--- config.mk ---
export PLATFORM = sky130hd
export DESIGN_NAME = sac_conv_ctrl
export DESIGN_NICKNAME = d
export VERILOG_FILES = /design/src/hdl/sac_pkg.sv /design/src/hdl/sac_conv_ctrl.sv /design/src/hdl/sac_trial_pacer.sv
export SDC_FILE = /design/constraint.sdc
export NUM_CORES = 1
export LEC_CHECK = 0
export ABC_CLOCK_PERIOD_IN_PS = 2850
export BUFFER_PORTS_ARGS = -buffer_cell sky130_fd_sc_hd__buf_2
export CAP_MARGIN = 15
export CORE_MARGIN = 2
export CORE_UTILIZATION = 56
export CTS_CLUSTER_SIZE = 28
export DETAILED_ROUTE_END_ITERATION = 7
export HOLD_SLACK_MARGIN = 0.1
export PLACE_DENSITY = 0.84
export SYNTH_ARGS = -nofsm -noshare
export SYNTH_HDL_FRONTEND = slang
export SYNTH_SLANG_ARGS = --single-unit
--- constraint.sdc ---
create_clock -name clk_sys -period 2.85 [get_ports clk_sys]
set_input_delay 0.285 -clock clk_sys [delete_from_list [all_inputs] [get_ports clk_sys]]
set_output_delay 0.285 -clock clk_sys [all_outputs]
set_load 0.01 [all_outputs]
--- src/hdl/sac_pkg.sv ---
// constants and types of the successive-approximation conversion control
// Function
// - After the start rising edge the sequencer is reset and the completion flag goes high within the bound.
// - Bit trials begin only on the falling edge of the start pulse.
// - The register tests all eight bits in order from most to least significant.
// - Each trial bit is set, the comparator sampled, and the bit cleared if the weighted sum exceeds the input.
// - After the last bit the completion flag is driven low with the result held.
// - While read enable is low the eight result bits are driven, otherwise the outputs float; the enables here follow read enable one clock late.
// - In bipolar mode the codes run from all zeros through the top bit alone to all ones.
// - The start rising edge clears the previously held result.
// - Read enable during a conversion shows partial register contents.
package sac_pkg;
  // ----------------------------------------
  // widths and timing
  // ----------------------------------------
  localparam int SAC_BITS = 8;
  localparam int SAC_CLK_NS = 50;
  localparam int SAC_START_MIN_NS = 500;
  localparam int SAC_START_MIN_CYC = (SAC_START_MIN_NS + SAC_CLK_NS - 1) / SAC_CLK_NS;
  localparam int SAC_FLAG_MAX_NS = 1500;
  localparam int SAC_FLAG_MAX_CYC = SAC_FLAG_MAX_NS / SAC_CLK_NS;
  localparam int SAC_TRIAL_DIV = 40;
  localparam logic [7:0] SAC_RESULT_RESET = 8'h00;
  localparam logic [7:0] SAC_DIV_WIDTH_ONE = 8'h01;

  typedef enum logic [1:0] {SAC_IDLE, SAC_CLEAR, SAC_TRIAL, SAC_DONE} sac_state_type;
endpackage

--- src/hdl/sac_conv_ctrl.sv ---
// successive-approximation sequencer with tri-state result outputs
`timescale 1ns/10ps
`default_nettype none
module sac_conv_ctrl
  import sac_pkg::*;
#(
  parameter int TRIAL_DIV = SAC_TRIAL_DIV
)
(
  input wire logic clk_sys,
  input wire logic rst_n,
  input wire logic convertStart,
  input wire logic read_enable_n,
  input wire logic bipolarOpen,
  input wire logic compSumHigh,
  output logic [7:0] dacCode,
  output logic bipolarOffsetOn,
  output logic done_flag_n,
  output logic [7:0] dataOut,
  output logic [7:0] dataOe_n
);
  typedef struct packed
  {
    sac_state_type state;
    logic startDly;
    logic [7:0] sar;
    logic [7:0] trialMask;
    logic doneN;
    logic [7:0] dataOut;
    logic readEn;
  } sac_ctrl_type;

  sac_ctrl_type cur;
  sac_ctrl_type next_cur;
  logic tick;
  logic startRise;
  logic startFall;

  // ----------------------------------------
  // trial pacing
  // ----------------------------------------
  // the divider runs free, so the first strobe after the falling edge may land up to
  // one trial period late; the conversion time bound absorbs that jitter
  sac_trial_pacer #(.DIVIDE(TRIAL_DIV)) pacer
  (
    .clk_sys(clk_sys),
    .rst_n(rst_n),
    .tick(tick)
  );

  // ----------------------------------------
  // start edges
  // ----------------------------------------
  // the start pin is taken as synchronous, so one delay register yields both edges
  assign startRise = convertStart && !cur.startDly;
  assign startFall = !convertStart && cur.startDly;

  // ----------------------------------------
  // trial resolution
  // ----------------------------------------
  // a high comparator drops the bit under trial; shared by every trial step
  function automatic logic [7:0] sac_resolve(input logic [7:0] code,
    input logic [7:0] mask, input logic high);
    sac_resolve = high ? (code & ~mask) : code;
  endfunction

  always_comb
  begin
    next_cur = cur;
    next_cur.startDly = convertStart;
    // ----------------------------------------
    // sequencing
    // ----------------------------------------
    if (startRise)
    begin
      // rising edge: reset logic, drop old result, raise flag
      next_cur.state = SAC_CLEAR;
      next_cur.sar = SAC_RESULT_RESET;
      next_cur.trialMask = 8'h00;
      next_cur.doneN = 1'b1;
    end
    else
    begin
      case (cur.state)
        SAC_IDLE:
          next_cur.state = SAC_IDLE;
        SAC_CLEAR:
          if (startFall)
          begin
            // trials wait for the falling edge only
            next_cur.state = SAC_TRIAL;
            next_cur.trialMask = 8'h80;
            next_cur.sar = 8'h80;
          end
        SAC_TRIAL:
          if (tick)
          begin
            // comparator judged the trial bit: drop it if sum exceeds input
            next_cur.sar = sac_resolve(cur.sar, cur.trialMask, compSumHigh);
            if (cur.trialMask == 8'h01)
            begin
              next_cur.state = SAC_DONE;
              next_cur.trialMask = 8'h00;
              next_cur.doneN = 1'b0;
            end
            else
            begin
              next_cur.trialMask = cur.trialMask >> 1;
              // the next bit is set in the same step in which this one resolves
              next_cur.sar = sac_resolve(cur.sar, cur.trialMask, compSumHigh)
                | (cur.trialMask >> 1);
            end
          end
        SAC_DONE:
          next_cur.state = SAC_DONE;
        default:
          next_cur.state = SAC_IDLE;
      endcase
    end
    // ----------------------------------------
    // output buffers: show the register, partial or final
    // ----------------------------------------
    next_cur.readEn = !read_enable_n;
    next_cur.dataOut = next_cur.sar;
  end

  // ----------------------------------------
  // state register
  // ----------------------------------------
  always_ff @(posedge clk_sys)
  begin
    if (!rst_n)
    begin
      cur <= '0;
      cur.state <= SAC_IDLE;
    end
    else
    begin
      cur <= next_cur;
    end
  end

  // coding is done by the analog offset switch; digital code stays straight
  assign bipolarOffsetOn = bipolarOpen;
  assign dacCode = cur.sar;
  assign done_flag_n = cur.doneN;
  assign dataOut = cur.dataOut;
  // enables follow read enable one clock late, so the host sees data a cycle after asking
  genvar gi;
  generate
    for (gi = 0; gi < SAC_BITS; gi = gi + 1)
    begin : oeBit
      assign dataOe_n[gi] = !cur.readEn;
    end
  endgenerate

  // ----------------------------------------
  // checks
  // ----------------------------------------
  flag_rise_bound_a: assert property (@(posedge clk_sys) disable iff (!rst_n)
    startRise |-> ##[1:30] done_flag_n)
    else $error("completion flag not raised after start");
  flag_busy_a: assert property (@(posedge clk_sys) disable iff (!rst_n)
    (cur.state == SAC_TRIAL) |-> done_flag_n)
    else $error("completion flag low during trials");
  restart_a: assert property (@(posedge clk_sys) disable iff (!rst_n)
    (cur.state == SAC_TRIAL && startRise) |=> cur.state == SAC_CLEAR && done_flag_n)
    else $error("start during trials did not restart");
  result_clear_a: assert property (@(posedge clk_sys) disable iff (!rst_n)
    startRise |=> dacCode == 8'h00)
    else $error("old result not cleared");
  no_trial_early_a: assert property (@(posedge clk_sys) disable iff (!rst_n)
    (cur.state == SAC_CLEAR && !startFall && !startRise) |=> cur.state == SAC_CLEAR)
    else $error("trials began before falling edge");
  idle_quiet_a: assert property (@(posedge clk_sys) disable iff (!rst_n)
    (cur.state == SAC_IDLE && !startRise) |=> cur.state == SAC_IDLE && !done_flag_n)
    else $error("sequencer left idle without a start");
  msb_first_a: assert property (@(posedge clk_sys) disable iff (!rst_n)
    (cur.state == SAC_CLEAR && startFall && !startRise) |=> cur.trialMask == 8'h80)
    else $error("first trial not the top bit");
  mask_onehot_a: assert property (@(posedge clk_sys) disable iff (!rst_n)
    (cur.state == SAC_TRIAL) |-> $onehot(cur.trialMask))
    else $error("more than one bit under trial");
  bit_drop_a: assert property (@(posedge clk_sys) disable iff (!rst_n)
    (cur.state == SAC_TRIAL && tick && compSumHigh && !startRise)
      |=> (dacCode & $past(cur.trialMask)) == 8'h00)
    else $error("trial bit kept despite high sum");
  bit_keep_a: assert property (@(posedge clk_sys) disable iff (!rst_n)
    (cur.state == SAC_TRIAL && tick && !compSumHigh && !startRise)
      |=> (dacCode & $past(cur.trialMask)) == $past(cur.trialMask))
    else $error("trial bit dropped despite low sum");
  bit_pace_a: assert property (@(posedge clk_sys) disable iff (!rst_n)
    (cur.state == SAC_TRIAL && !tick && !startRise) |=> $stable(dacCode))
    else $error("register moved between trial strobes");
  done_low_a: assert property (@(posedge clk_sys) disable iff (!rst_n)
    (cur.state == SAC_TRIAL && tick && cur.trialMask == 8'h01 && !startRise)
      |=> !done_flag_n && cur.state == SAC_DONE)
    else $error("flag not low after last bit");
  done_hold_a: assert property (@(posedge clk_sys) disable iff (!rst_n)
    (cur.state == SAC_DONE && !startRise) |=> !done_flag_n && $stable(dacCode))
    else $error("result or flag changed after completion");
  drive_enable_a: assert property (@(posedge clk_sys) disable iff (!rst_n)
    ##1 (dataOe_n == {8{$past(read_enable_n)}}))
    else $error("output enable does not follow read enable");
  oe_uniform_a: assert property (@(posedge clk_sys) disable iff (!rst_n)
    dataOe_n == 8'h00 || dataOe_n == 8'hFF)
    else $error("output enables split across bits");
  data_view_a: assert property (@(posedge clk_sys) disable iff (!rst_n)
    dataOut == dacCode)
    else $error("outputs do not show register contents");
  mode_pass_a: assert property (@(posedge clk_sys) disable iff (!rst_n)
    bipolarOffsetOn == bipolarOpen)
    else $error("offset switch does not follow mode");

  // ----------------------------------------
  // covers
  // ----------------------------------------
  conv_done_c: cover property (@(posedge clk_sys) disable iff (!rst_n)
    cur.state == SAC_TRIAL ##[1:400] !done_flag_n);
  restart_c: cover property (@(posedge clk_sys) disable iff (!rst_n)
    cur.state == SAC_TRIAL ##1 startRise);
  early_read_c: cover property (@(posedge clk_sys) disable iff (!rst_n)
    cur.state == SAC_TRIAL && !read_enable_n);
  trial_start_c: cover property (@(posedge clk_sys) disable iff (!rst_n)
    cur.state == SAC_CLEAR && startFall);
  bipolar_read_c: cover property (@(posedge clk_sys) disable iff (!rst_n)
    bipolarOffsetOn && cur.state == SAC_DONE && !read_enable_n);
endmodule
`default_nettype wire

--- src/hdl/sac_trial_pacer.sv ---
// free-running divider that yields one-cycle trial strobes
`timescale 1ns/10ps
`default_nettype none
module sac_trial_pacer
  import sac_pkg::*;
#(
  parameter int DIVIDE = SAC_TRIAL_DIV
)
(
  input wire logic clk_sys,
  input wire logic rst_n,
  output logic tick
);
  typedef struct packed
  {
    logic [7:0] count;
    logic tick;
  } sac_pacer_type;

  sac_pacer_type cur;
  sac_pacer_type next_cur;

  always_comb
  begin
    next_cur = cur;
    next_cur.tick = 1'b0;
    // ----------------------------------------
    // one strobe every DIVIDE cycles
    // ----------------------------------------
    if (cur.count == 8'(DIVIDE - 1))
    begin
      next_cur.count = 8'h00;
      next_cur.tick = 1'b1;
    end
    else
    begin
      next_cur.count = cur.count + SAC_DIV_WIDTH_ONE;
    end
  end

  always_ff @(posedge clk_sys)
  begin
    if (!rst_n)
      cur <= '0;
    else
      cur <= next_cur;
  end

  assign tick = cur.tick;

  tick_spacing_a: assert property (@(posedge clk_sys) disable iff (!rst_n)
    tick |=> !tick)
    else $error("trial strobe lasted more than one cycle");
endmodule
`default_nettype wire

# [Word-level counts from Yosys, hierarchy flattened]
# Index checks and enable logic that the tools add are counted.
[classes] eq_ne=11 add_sub_neg=1 n_reduce_logical=17 n_bitwise=4 mux=15
[op_table] operator="16-bit case mux with 2 select lines" n=1
[op_table] operator="17-bit two-way mux" n=1
[op_table] operator="16-bit two-way mux" n=1
[op_table] operator="8-bit two-way mux" n=2
[op_table] operator="3-bit AND reduction" n=4
[op_table] operator="8-bit by 1-bit adder with 8-bit output, second input constant" n=1
[op_table] operator="8-bit bitwise AND" n=1
[op_table] operator="8-bit by 1-bit == test with 1-bit output, second input constant" n=1
[op_table] operator="8-bit by 6-bit == test with 1-bit output, second input constant" n=1
[op_table] operator="8-bit NOT" n=1
[op_table] operator="8-bit by 7-bit bitwise OR with 8-bit output" n=1
[op_table] operator="2-bit case mux with 4 select lines" n=1
[op_table] operator="2-bit nonzero test" n=4
[op_table] operator="7-bit two-way mux" n=1
[op_table] operator="2-bit two-way mux" n=3
[op_table] operator="3-bit != test, second input constant" n=2
[op_table] operator="1-bit two-way mux" n=5
[op_table] operator="2-bit == test, second input constant" n=2
[op_table] operator="1-bit logical NOT" n=4
[op_table] operator="2-bit != test, second input constant" n=2
[op_table] operator="2-bit OR reduction" n=2
[op_table] operator="3-bit by 2-bit != test with 1-bit output, second input constant" n=1
[op_table] operator="2-bit by 1-bit == test with 1-bit output, second input constant" n=1
[op_table] operator="1-bit logical AND" n=2
[op_table] operator="other kinds (3)" n=3
[totals] output_inout_bits=26 in_bits=6 elab_cells=57 reg_bits=30

# [Depth between registers and ports, before layout]
# Gate-level depths: netlist of run 1.
[logic_depth] ltp_word=8 ltp_mapped=6

# [Hierarchy]
# Synthesis of run 1 repeated with hierarchy kept, for this count alone.
[hier_totals] cells_unflattened=152 area_unflattened_um2=1440.1
[modules_own_cells] module="sac_conv_ctrl" area_each_um2=1057.3 cells_per_inst=113 instances=1 seq_area_each_um2=420.4
[modules_own_cells] module="sac_trial_pacer" area_each_um2=382.9 cells_per_inst=39 instances=1 seq_area_each_um2=180.2

# [Worst setup path before layout of run 1]
# Ideal clock, no wire load.
[synth_timing] path_kind="input to register" start="input convertStart" end="register cur, in the netlist dataOut[5]" setup_ns=0.117 path_buffers=1 setup_slack_ns=1.555 t_arrival_ns=1.177 cell_stages=6 required_time_ns=2.733 path_cell_list="inv_1 -> ha_1 -> nand3b_4 -> nor2b_1 -> buf_2 -> a32o_1"
[synth_via] elab_chain_len=4 word_cells_on_any_way=6 classes_between="1 x eq/ne; 5 x reduce/logical"
[synth_rtl] item="start: declaration" line="sac_conv_ctrl.sv:12" rtl="input wire logic convertStart,"
[synth_rtl] item="1-bit logical NOT" line="sac_conv_ctrl.sv:56" rtl="assign startFall = !convertStart && cur.startDly;"
[synth_rtl] item="1-bit logical AND" line="sac_conv_ctrl.sv:56"
[synth_rtl] item="2-bit != test (no source line)"
[synth_rtl] item="3-bit AND reduction (no source line)"
[synth_rtl] item="end signal: assignment" line="sac_conv_ctrl.sv:139" rtl="cur <= next_cur;"
[synth_rtl] item="end: declaration" line="sac_conv_ctrl.sv:33" rtl="sac_ctrl_type cur;"
# Parallel ways exist; a longest one is shown, timed or not.
# A chain may end at the register's enable or synchronous reset.

# [Worst setup path in the final report of run 1]
[layout_timing] start="register cur[26] in the netlist's numbering" end="register cur, in the netlist dataOut[0]"
[layout_via] elab_chain_len=3 word_cells_on_any_way=6 classes_between="1 x eq/ne; 5 x reduce/logical"
[layout_rtl] item="1-bit logical AND / 1-bit logical NOT (equally long branches)" line="sac_conv_ctrl.sv:56, sac_conv_ctrl.sv:55"
[layout_rtl] item="2-bit != test (no source line) / 1-bit logical AND (equally long branches)"
[layout_rtl] item="3-bit AND reduction (no source line) / 2-bit OR reduction (equally long branches)"
# Parallel ways exist; a longest one is shown, timed or not.

==> impl_metrics.csv, run 1 <==
group,metric,value,unit
run_status,status,"completed",
yosys,ys_async_sr_fraction,0,
drt,ant_nets,0,
yosys,ys_seq_area_frac,0.4274,
grt,grt_pass1_wl,3.933,mm
timing,tightest_slew,508.0,ps
yosys,synth_seq_cells,30,
floorplanning,dieArea,2926,µm²
clock_tree,cts_tree,"yes",
setup_path,cp.required,3120,ps
drt,m1WireLength,1.150,mm
floorplanning,num_rows,18,
drt,drt_wl_total,2.536,mm
yosys,ys_warn_count,0,
timing,finalHoldViolCount,0,
timing,fmax,0.5665,GHz
floorplanning,die_w,54.09,µm
yosys,synthCells,155,
power_and_ir_drop,total_leakage_power,0.0006515,µW
grt,gr-total-overflow,0,
timing,setup-violations-final,0,
placement,port_buffers,29,
cells_and_area,layout.nets,172,
cells_and_area,antenna_cells,0,
setup_path,r2r_end,"dataOut[0]$_SDFFE_PP0P_",
yosys,synth.avg_cell_area,9.065,µm²
yosys,yosysMostFrequentCell,"dfxtp_1",
run,drv_cap,0,
yosys,netlist_area,1405,µm²
timing,layout_setup_ws,1085,ps
drt,firstDrtPassIters,4,
setup_path,reg2reg_slack,1080,ps
yosys,synth_top_area_cell,"dfxtp_1",
setup_path,cp-startpoint,"cur[26]$_SDFF_PN0_",
drt,drc,0,
cells_and_area,syn_to_final_growth,3.562,%
setup_path,crit_path_end_kind,"flip-flop",
clock_tree,post_cts_resized,0,
floorplanning,initial_core_util,0.5777,
cells_and_area,drive_gt1_frac,0.2439,
grt,grt_max_degree,13,
drt,viasPerCell,5.557,
setup_path,arrival,2040,ps
setup_path,worst_setup_path_start_kind,"flip-flop",
timing,slew_headroom,0.6606,
floorplanning,fp.dieH,54.09,µm
timing,layout_min_cycle_time,1765,ps
timing,timing.final.crit_share,0.6193,
setup_path,critPathCapture,"dataOut[0]$_SDFFE_PP0P_",
min_path,hold_depth,3,
power_and_ir_drop,p_total,727.7,µW
grt,grt_use_total,0.1912,
grt,antenna_found_initial,0,
yosys,yosys.cell_types.count,33,
grt,grt_pass1_vias,890,
clock_tree,htreeDepth,2,
power_and_ir_drop,p_per_area,500.1,nW/µm²
clock_tree,clk_latency,320,ps
yosys,synth_edf_count,0,
clock_tree,root_buffer,"clkbuf_4",
yosys,synth_area_leaders,"dfxtp_1 43%, buf_4 13%, nand2_1 5.1%, a32o_1 5.0%, a21oi_1 4.6%",
clock_tree,cts_buffers,5,
drt,post_drt_wl_per_cell,13.07,µm
yosys,synth_commonest_cells,"30 x dfxtp_1, 24 x buf_4, 19 x nand2_1, 13 x a21oi_1, 10 x nand3_1",
setup_path,crit_fanout,12,
timing,tns,0,ps
drt,vias,1078,
drt,routed.top_layer,"met4",
placement,preCtsSetupSlack,1089,ps
placement,gp_congestion,0.7645,
clock_tree,cts.sinks,30,
setup_path,worstSetupPathType,"flip-flop to flip-flop",
placement,dp_hpwl,1.840,mm
clock_tree,clk_path_buf_depth,2,
min_path,min_path_type,"input pin to flip-flop",
power_and_ir_drop,ir_worst_vdd,321.0,µV
setup_path,r2r_start,"cur[26]$_SDFF_PN0_",
clock_tree,clk_pin_slew,90,ps
timing,finalMaxSlewViolations,0,
setup_path,ff2ff_path_depth,5,
yosys,synth_ff_type,"dfxtp_1",
timing,skew,10.87,ps
drt,wl_met2,1.137,mm
floorplanning,io-pin-count,32,
timing,rsz0062_at_grt,"false",
floorplanning,coreArea,2432,µm²
yosys,syn-num-nets,164,
drt,wl_met3,212,µm
drt,drtIter0Drc,21,
yosys,netlist.area_leader.share,0.4274,
==> layer usage <==
metal | up-vias | track usage
met5 | - | 0
met4 | 0 | 0.07500
met3 | 6 | 0.08333
met2 | 45 | 0.2825
met1 | 485 | 0.2444
li1 | 542 | -
==> final cells by class <==
type                            instances  area [µm²]
Clock buffer                            7       55.05
Clock inverter                          1       5.005
Fill cell                             234       977.2
Inverter                                7       26.28
Multi-Input combinational cell         89       575.6
Sequential cell                        30       600.6
Tap cell                               30       37.54
Timing Repair Buffer                   30       155.1
==> metrics by stage <==
stage	instances	cell area, µm²	hold WS [ps]	util
6_report	194	1455	235.4	0.5983
4_1_cts	194	1455	223.4	0.5983
2_1_floorplan	155	1405	351.7	-
5_1_grt	194	1455	232.4	0.5983
3_3_place_gp	185	1385	443.3	0.5694
3_5_place_dp	185	1385	445.6	0.5694
==> cells in the final DEF (no fill, tap or decap), types with 2 or more instances in the layout <==
master	instances
dfxtp_1	30
buf_2	29
nand2_1	19
a21oi_1	13
nand3_1	10
nor2_1	7
a32o_1	7
inv_1	6
clkbuf_4	5
and4b_1	3
o31ai_1	3
ha_1	3
nand3b_4	2
o21ai_0	2
nor3_1	2
or4_1	2
a211oi_1	2
==> what timing repair did <==
item / in CTS / in global routing
hold buffers: 1 / 0
setup buffers: 0 / 0
hold endpoints to repair: 1 / 0
==> power by group <==
group / total [µW] / switching [µW] / leakage (µW) / internal (µW)
sequential: 433 / 7.27 / 0.000243 / 426
combinational: 40.9 / 23.8 / 0.000373 / 17.1
clock: 254 / 134 / 0.0000353 / 119
==> flip-flops by register name, summed over array words and instances (netlist names) <==
name / flops
cur: 12
dataOut: 8
done_flag_n: 1
pacer.cur: 8
pacer.tick: 1
==> cell families (layout without fill, tap and decap cells) <==
kind of cell	count (synthesis)	after routing	share of synthesized area
compound gates	30	30	0.1496
xor+xnor	2	2	0.01247
fa+ha+maj	3	3	0.02672
buf+inv	36	45	0.1629
flops	30	30	0.4274
simple gates	54	54	0.2209
==> worst max-delay path: stages (launching register included) <==
cell and delay, ps:
dfxtp_1 340, inv_1 50, ha_1 220, nand2b_1 360, nor2b_1 510, a32o_1 250
==> worst min path at each step <==
stage                              end           from
floorplan            cur[0]$_SDFF_PN0_  read_enable_n
global placement     cur[0]$_SDFF_PN0_  read_enable_n
detailed placement   cur[0]$_SDFF_PN0_  read_enable_n
CTS                 cur[26]$_SDFF_PN0_   convertStart
global route        cur[26]$_SDFF_PN0_   convertStart
finish              cur[26]$_SDFF_PN0_   convertStart
(Power assumes the default switching activity.)
==> inputs of run 2 (changes only) <==
--- a/config.mk
+++ b/config.mk
@@ -5,15 +5,15 @@
 export SDC_FILE = /design/constraint.sdc
 export NUM_CORES = 1
 export LEC_CHECK = 0
-export ABC_CLOCK_PERIOD_IN_PS = 2850
+export ABC_CLOCK_PERIOD_IN_PS = 1450
 export BUFFER_PORTS_ARGS = -buffer_cell sky130_fd_sc_hd__buf_2
 export CAP_MARGIN = 15
 export CORE_MARGIN = 2
-export CORE_UTILIZATION = 56
+export CORE_UTILIZATION = 47
 export CTS_CLUSTER_SIZE = 28
 export DETAILED_ROUTE_END_ITERATION = 7
 export HOLD_SLACK_MARGIN = 0.1
-export PLACE_DENSITY = 0.84
+export PLACE_DENSITY = 0.76
 export SYNTH_ARGS = -nofsm -noshare
 export SYNTH_HDL_FRONTEND = slang
 export SYNTH_SLANG_ARGS = --single-unit
==> constraint.sdc (replaced) <==
create_clock -name clk_sys -period 1.45 [get_ports clk_sys]
set_input_delay 0.145 -clock clk_sys [delete_from_list [all_inputs] [get_ports clk_sys]]
set_output_delay 0.145 -clock clk_sys [all_outputs]
set_load 0.01 [all_outputs]
==> run 2 against run 1 <==
The flow now finishes with violations (design-rule violations). Worst hold slack improved by 55 ps. Final area increased by 6.4%. Sequential share of layout area down 2.3 points. Sequential power rose by 97%. Register-to-register slack got worse by 980 ps. Via count grew 0.65%. Power increased by 110%. Non-clock buffer count grew 6. Fmax grew 32%. First-iteration DRC count decreased by 4.8%. Clock power increased by 130%. Clock skew is 1.9 ps lower.
==> impl_metrics.csv, run 2 (same netlist as run 1, synthesis figures left out) <==
group,metric,value,unit
run_status,status,"complete, but fails checks",
run_status,violations,"design-rule violations",
drt,drt_wl_total,2.481,mm
floorplanning,dieArea,3443,µm²
timing,rsz0062_at_grt,"false",
cells_and_area,antenna_cells,0,
power_and_ir_drop,p_total,1545,µW
floorplanning,fp.dieH,58.68,µm
placement,port_buffers,29,
clock_tree,cts_buffers,5,
clock_tree,cts_tree,"yes",
placement,dp_hpwl,1.825,mm
floorplanning,initial_core_util,0.5009,
drt,drc,4,
timing,layout_min_cycle_time,1341,ps
cells_and_area,syn_to_final_growth,10.15,%
drt,ant_nets,0,
timing,tightest_slew,304.4,ps
drt,viasPerCell,5.398,
setup_path,worst_setup_path_start_kind,"flip-flop",
timing,finalHoldViolCount,0,
min_path,min_from,"bipolarOpen",
timing,slew_headroom,0.7968,
timing,fmax,0.7458,GHz
timing,timing.final.crit_share,0.9247,
setup_path,cp.required,1680,ps
min_path,min_path_type,"input pin to output pin",
grt,grt_pass1_vias,940,
cells_and_area,largest_reg_flops,12,
cells_and_area,layout.cells.most_common,"buf_2",
floorplanning,die_w,58.68,µm
drt,drtIter0Drc,20,
run,drv_cap,0,
placement,gp_congestion,0.7601,
drt,firstDrtPassIters,6,
cells_and_area,finalInstanceArea,1548,µm²
grt,antenna_found_initial,0,
cells_and_area,layout.nets,178,
drt,vias,1085,
setup_path,crit_fanout,7,
clock_tree,clk_latency,330,ps
clock_tree,root_buffer,"clkbuf_4",
setup_path,cp-startpoint,"cur[26]$_SDFF_PN0_",
placement,place_area,1416,µm²
cells_and_area,largest-register,"cur",
clock_tree,clk_path_buf_depth,2,
timing,skew,9.003,ps
power_and_ir_drop,ir_worst_vdd,673.6,µV
grt,grt_use_total,0.1585,
clock_tree,htreeDepth,2,
setup_path,worstSetupPathType,"flip-flop to flip-flop",
setup_path,arrival,1570,ps
clock_tree,cts.sinks,30,
floorplanning,num_rows,19,
timing,finalMaxSlewViolations,0,
grt,grt_pass1_wl,4.043,mm
setup_path,r2r_start,"cur[26]$_SDFF_PN0_",
clock_tree,cts_setup_buffers,0,
power_and_ir_drop,total_leakage_power,0.0006895,µW
setup_path,crit_path_end_kind,"flip-flop",
floorplanning,coreArea,2805,µm²
cells_and_area,mostFrequentLayoutCells,"29 x buf_2, 28 x dfxtp_1, 19 x nand2_1",
cells_and_area,drive_gt1_frac,0.3059,
drt,post_drt_wl_per_cell,12.34,µm
power_and_ir_drop,p_per_area,998.2,nW/µm²
grt,grt_max_degree,11,
floorplanning,io-pin-count,32,
clock_tree,clk_pin_slew,90,ps
timing,setup-violations-final,0,
grt,gr-total-overflow,0,
-- run 2: final cells by class --
cell class              count  area, µm²
flip-flops and latches     30      603.1
repair buffers             36      205.2
inverters                   7      26.28
multi-input cells          89      595.6
fillers                   271       1257
well taps                  31      38.79
clock buffers               8      78.83
-- run 2: worst max-delay path, cell delays in order, from the launching register on --
cell and delay [ps]:
dfxtp_1 330, inv_1 60, ha_2 200, nand2b_2 190, nor2b_1 60, buf_4 150
a32o_1 250
-- run 2: layer usage --
metal,part of all wire,routed length [µm],global-route usage
met1,0.48,1183,0.1925
met2,0.44,1095,0.2376
met3,0.063,156,0.06813
met4,0.018,45,0.08442
met5,0,0,0
-- run 2: path summary, 6_finish.rpt --
kind                             endpoint  cells after the start  slack, ps
setup reg to reg  dataOut[5]$_SDFFE_PP0P_                      6        110
setup / recovery  dataOut[5]$_SDFFE_PP0P_                      6        110
hold reg to reg   pacer.cur[1]$_SDFF_PP0_                      1        450
hold / removal            bipolarOffsetOn                      0        290
-- run 2: where the power goes --
group | total (µW) | leakage [µW] | internal, µW | switching (µW)
Combinational | 94.9 | 0.000401 | 45.3 | 49.6
Clock | 596 | 0.0000446 | 331 | 265
Sequential | 854 | 0.000244 | 838 | 15.3
Total | 1540 | 0.000689 | 1210 | 330
-- run 2: metrics by stage --
stage | util | hold WS (ps) | setup TNS (ps) | instances | setup slack (ps)
floorplan | - | 211.7 | 0 | 155 | 188.5
global placement | 0.5049 | 290.1 | 0 | 190 | 60.92
detailed placement | 0.5049 | 290.1 | -9.728 | 190 | -6.744
CTS | 0.5446 | 290.1 | 0 | 201 | 31.78
global route | 0.5517 | 290.0 | 0 | 201 | 43.63
finish | 0.5517 | 290.0 | 0 | 201 | 109.1
-- run 2: what timing repair did --
item / 4_1_cts / 5_1_grt
gates resized for setup: 1 / 7
endpoints found under the hold margin: 4 / 0
endpoints found under the setup margin: 7 / 12
hold buffers: 3 / 0
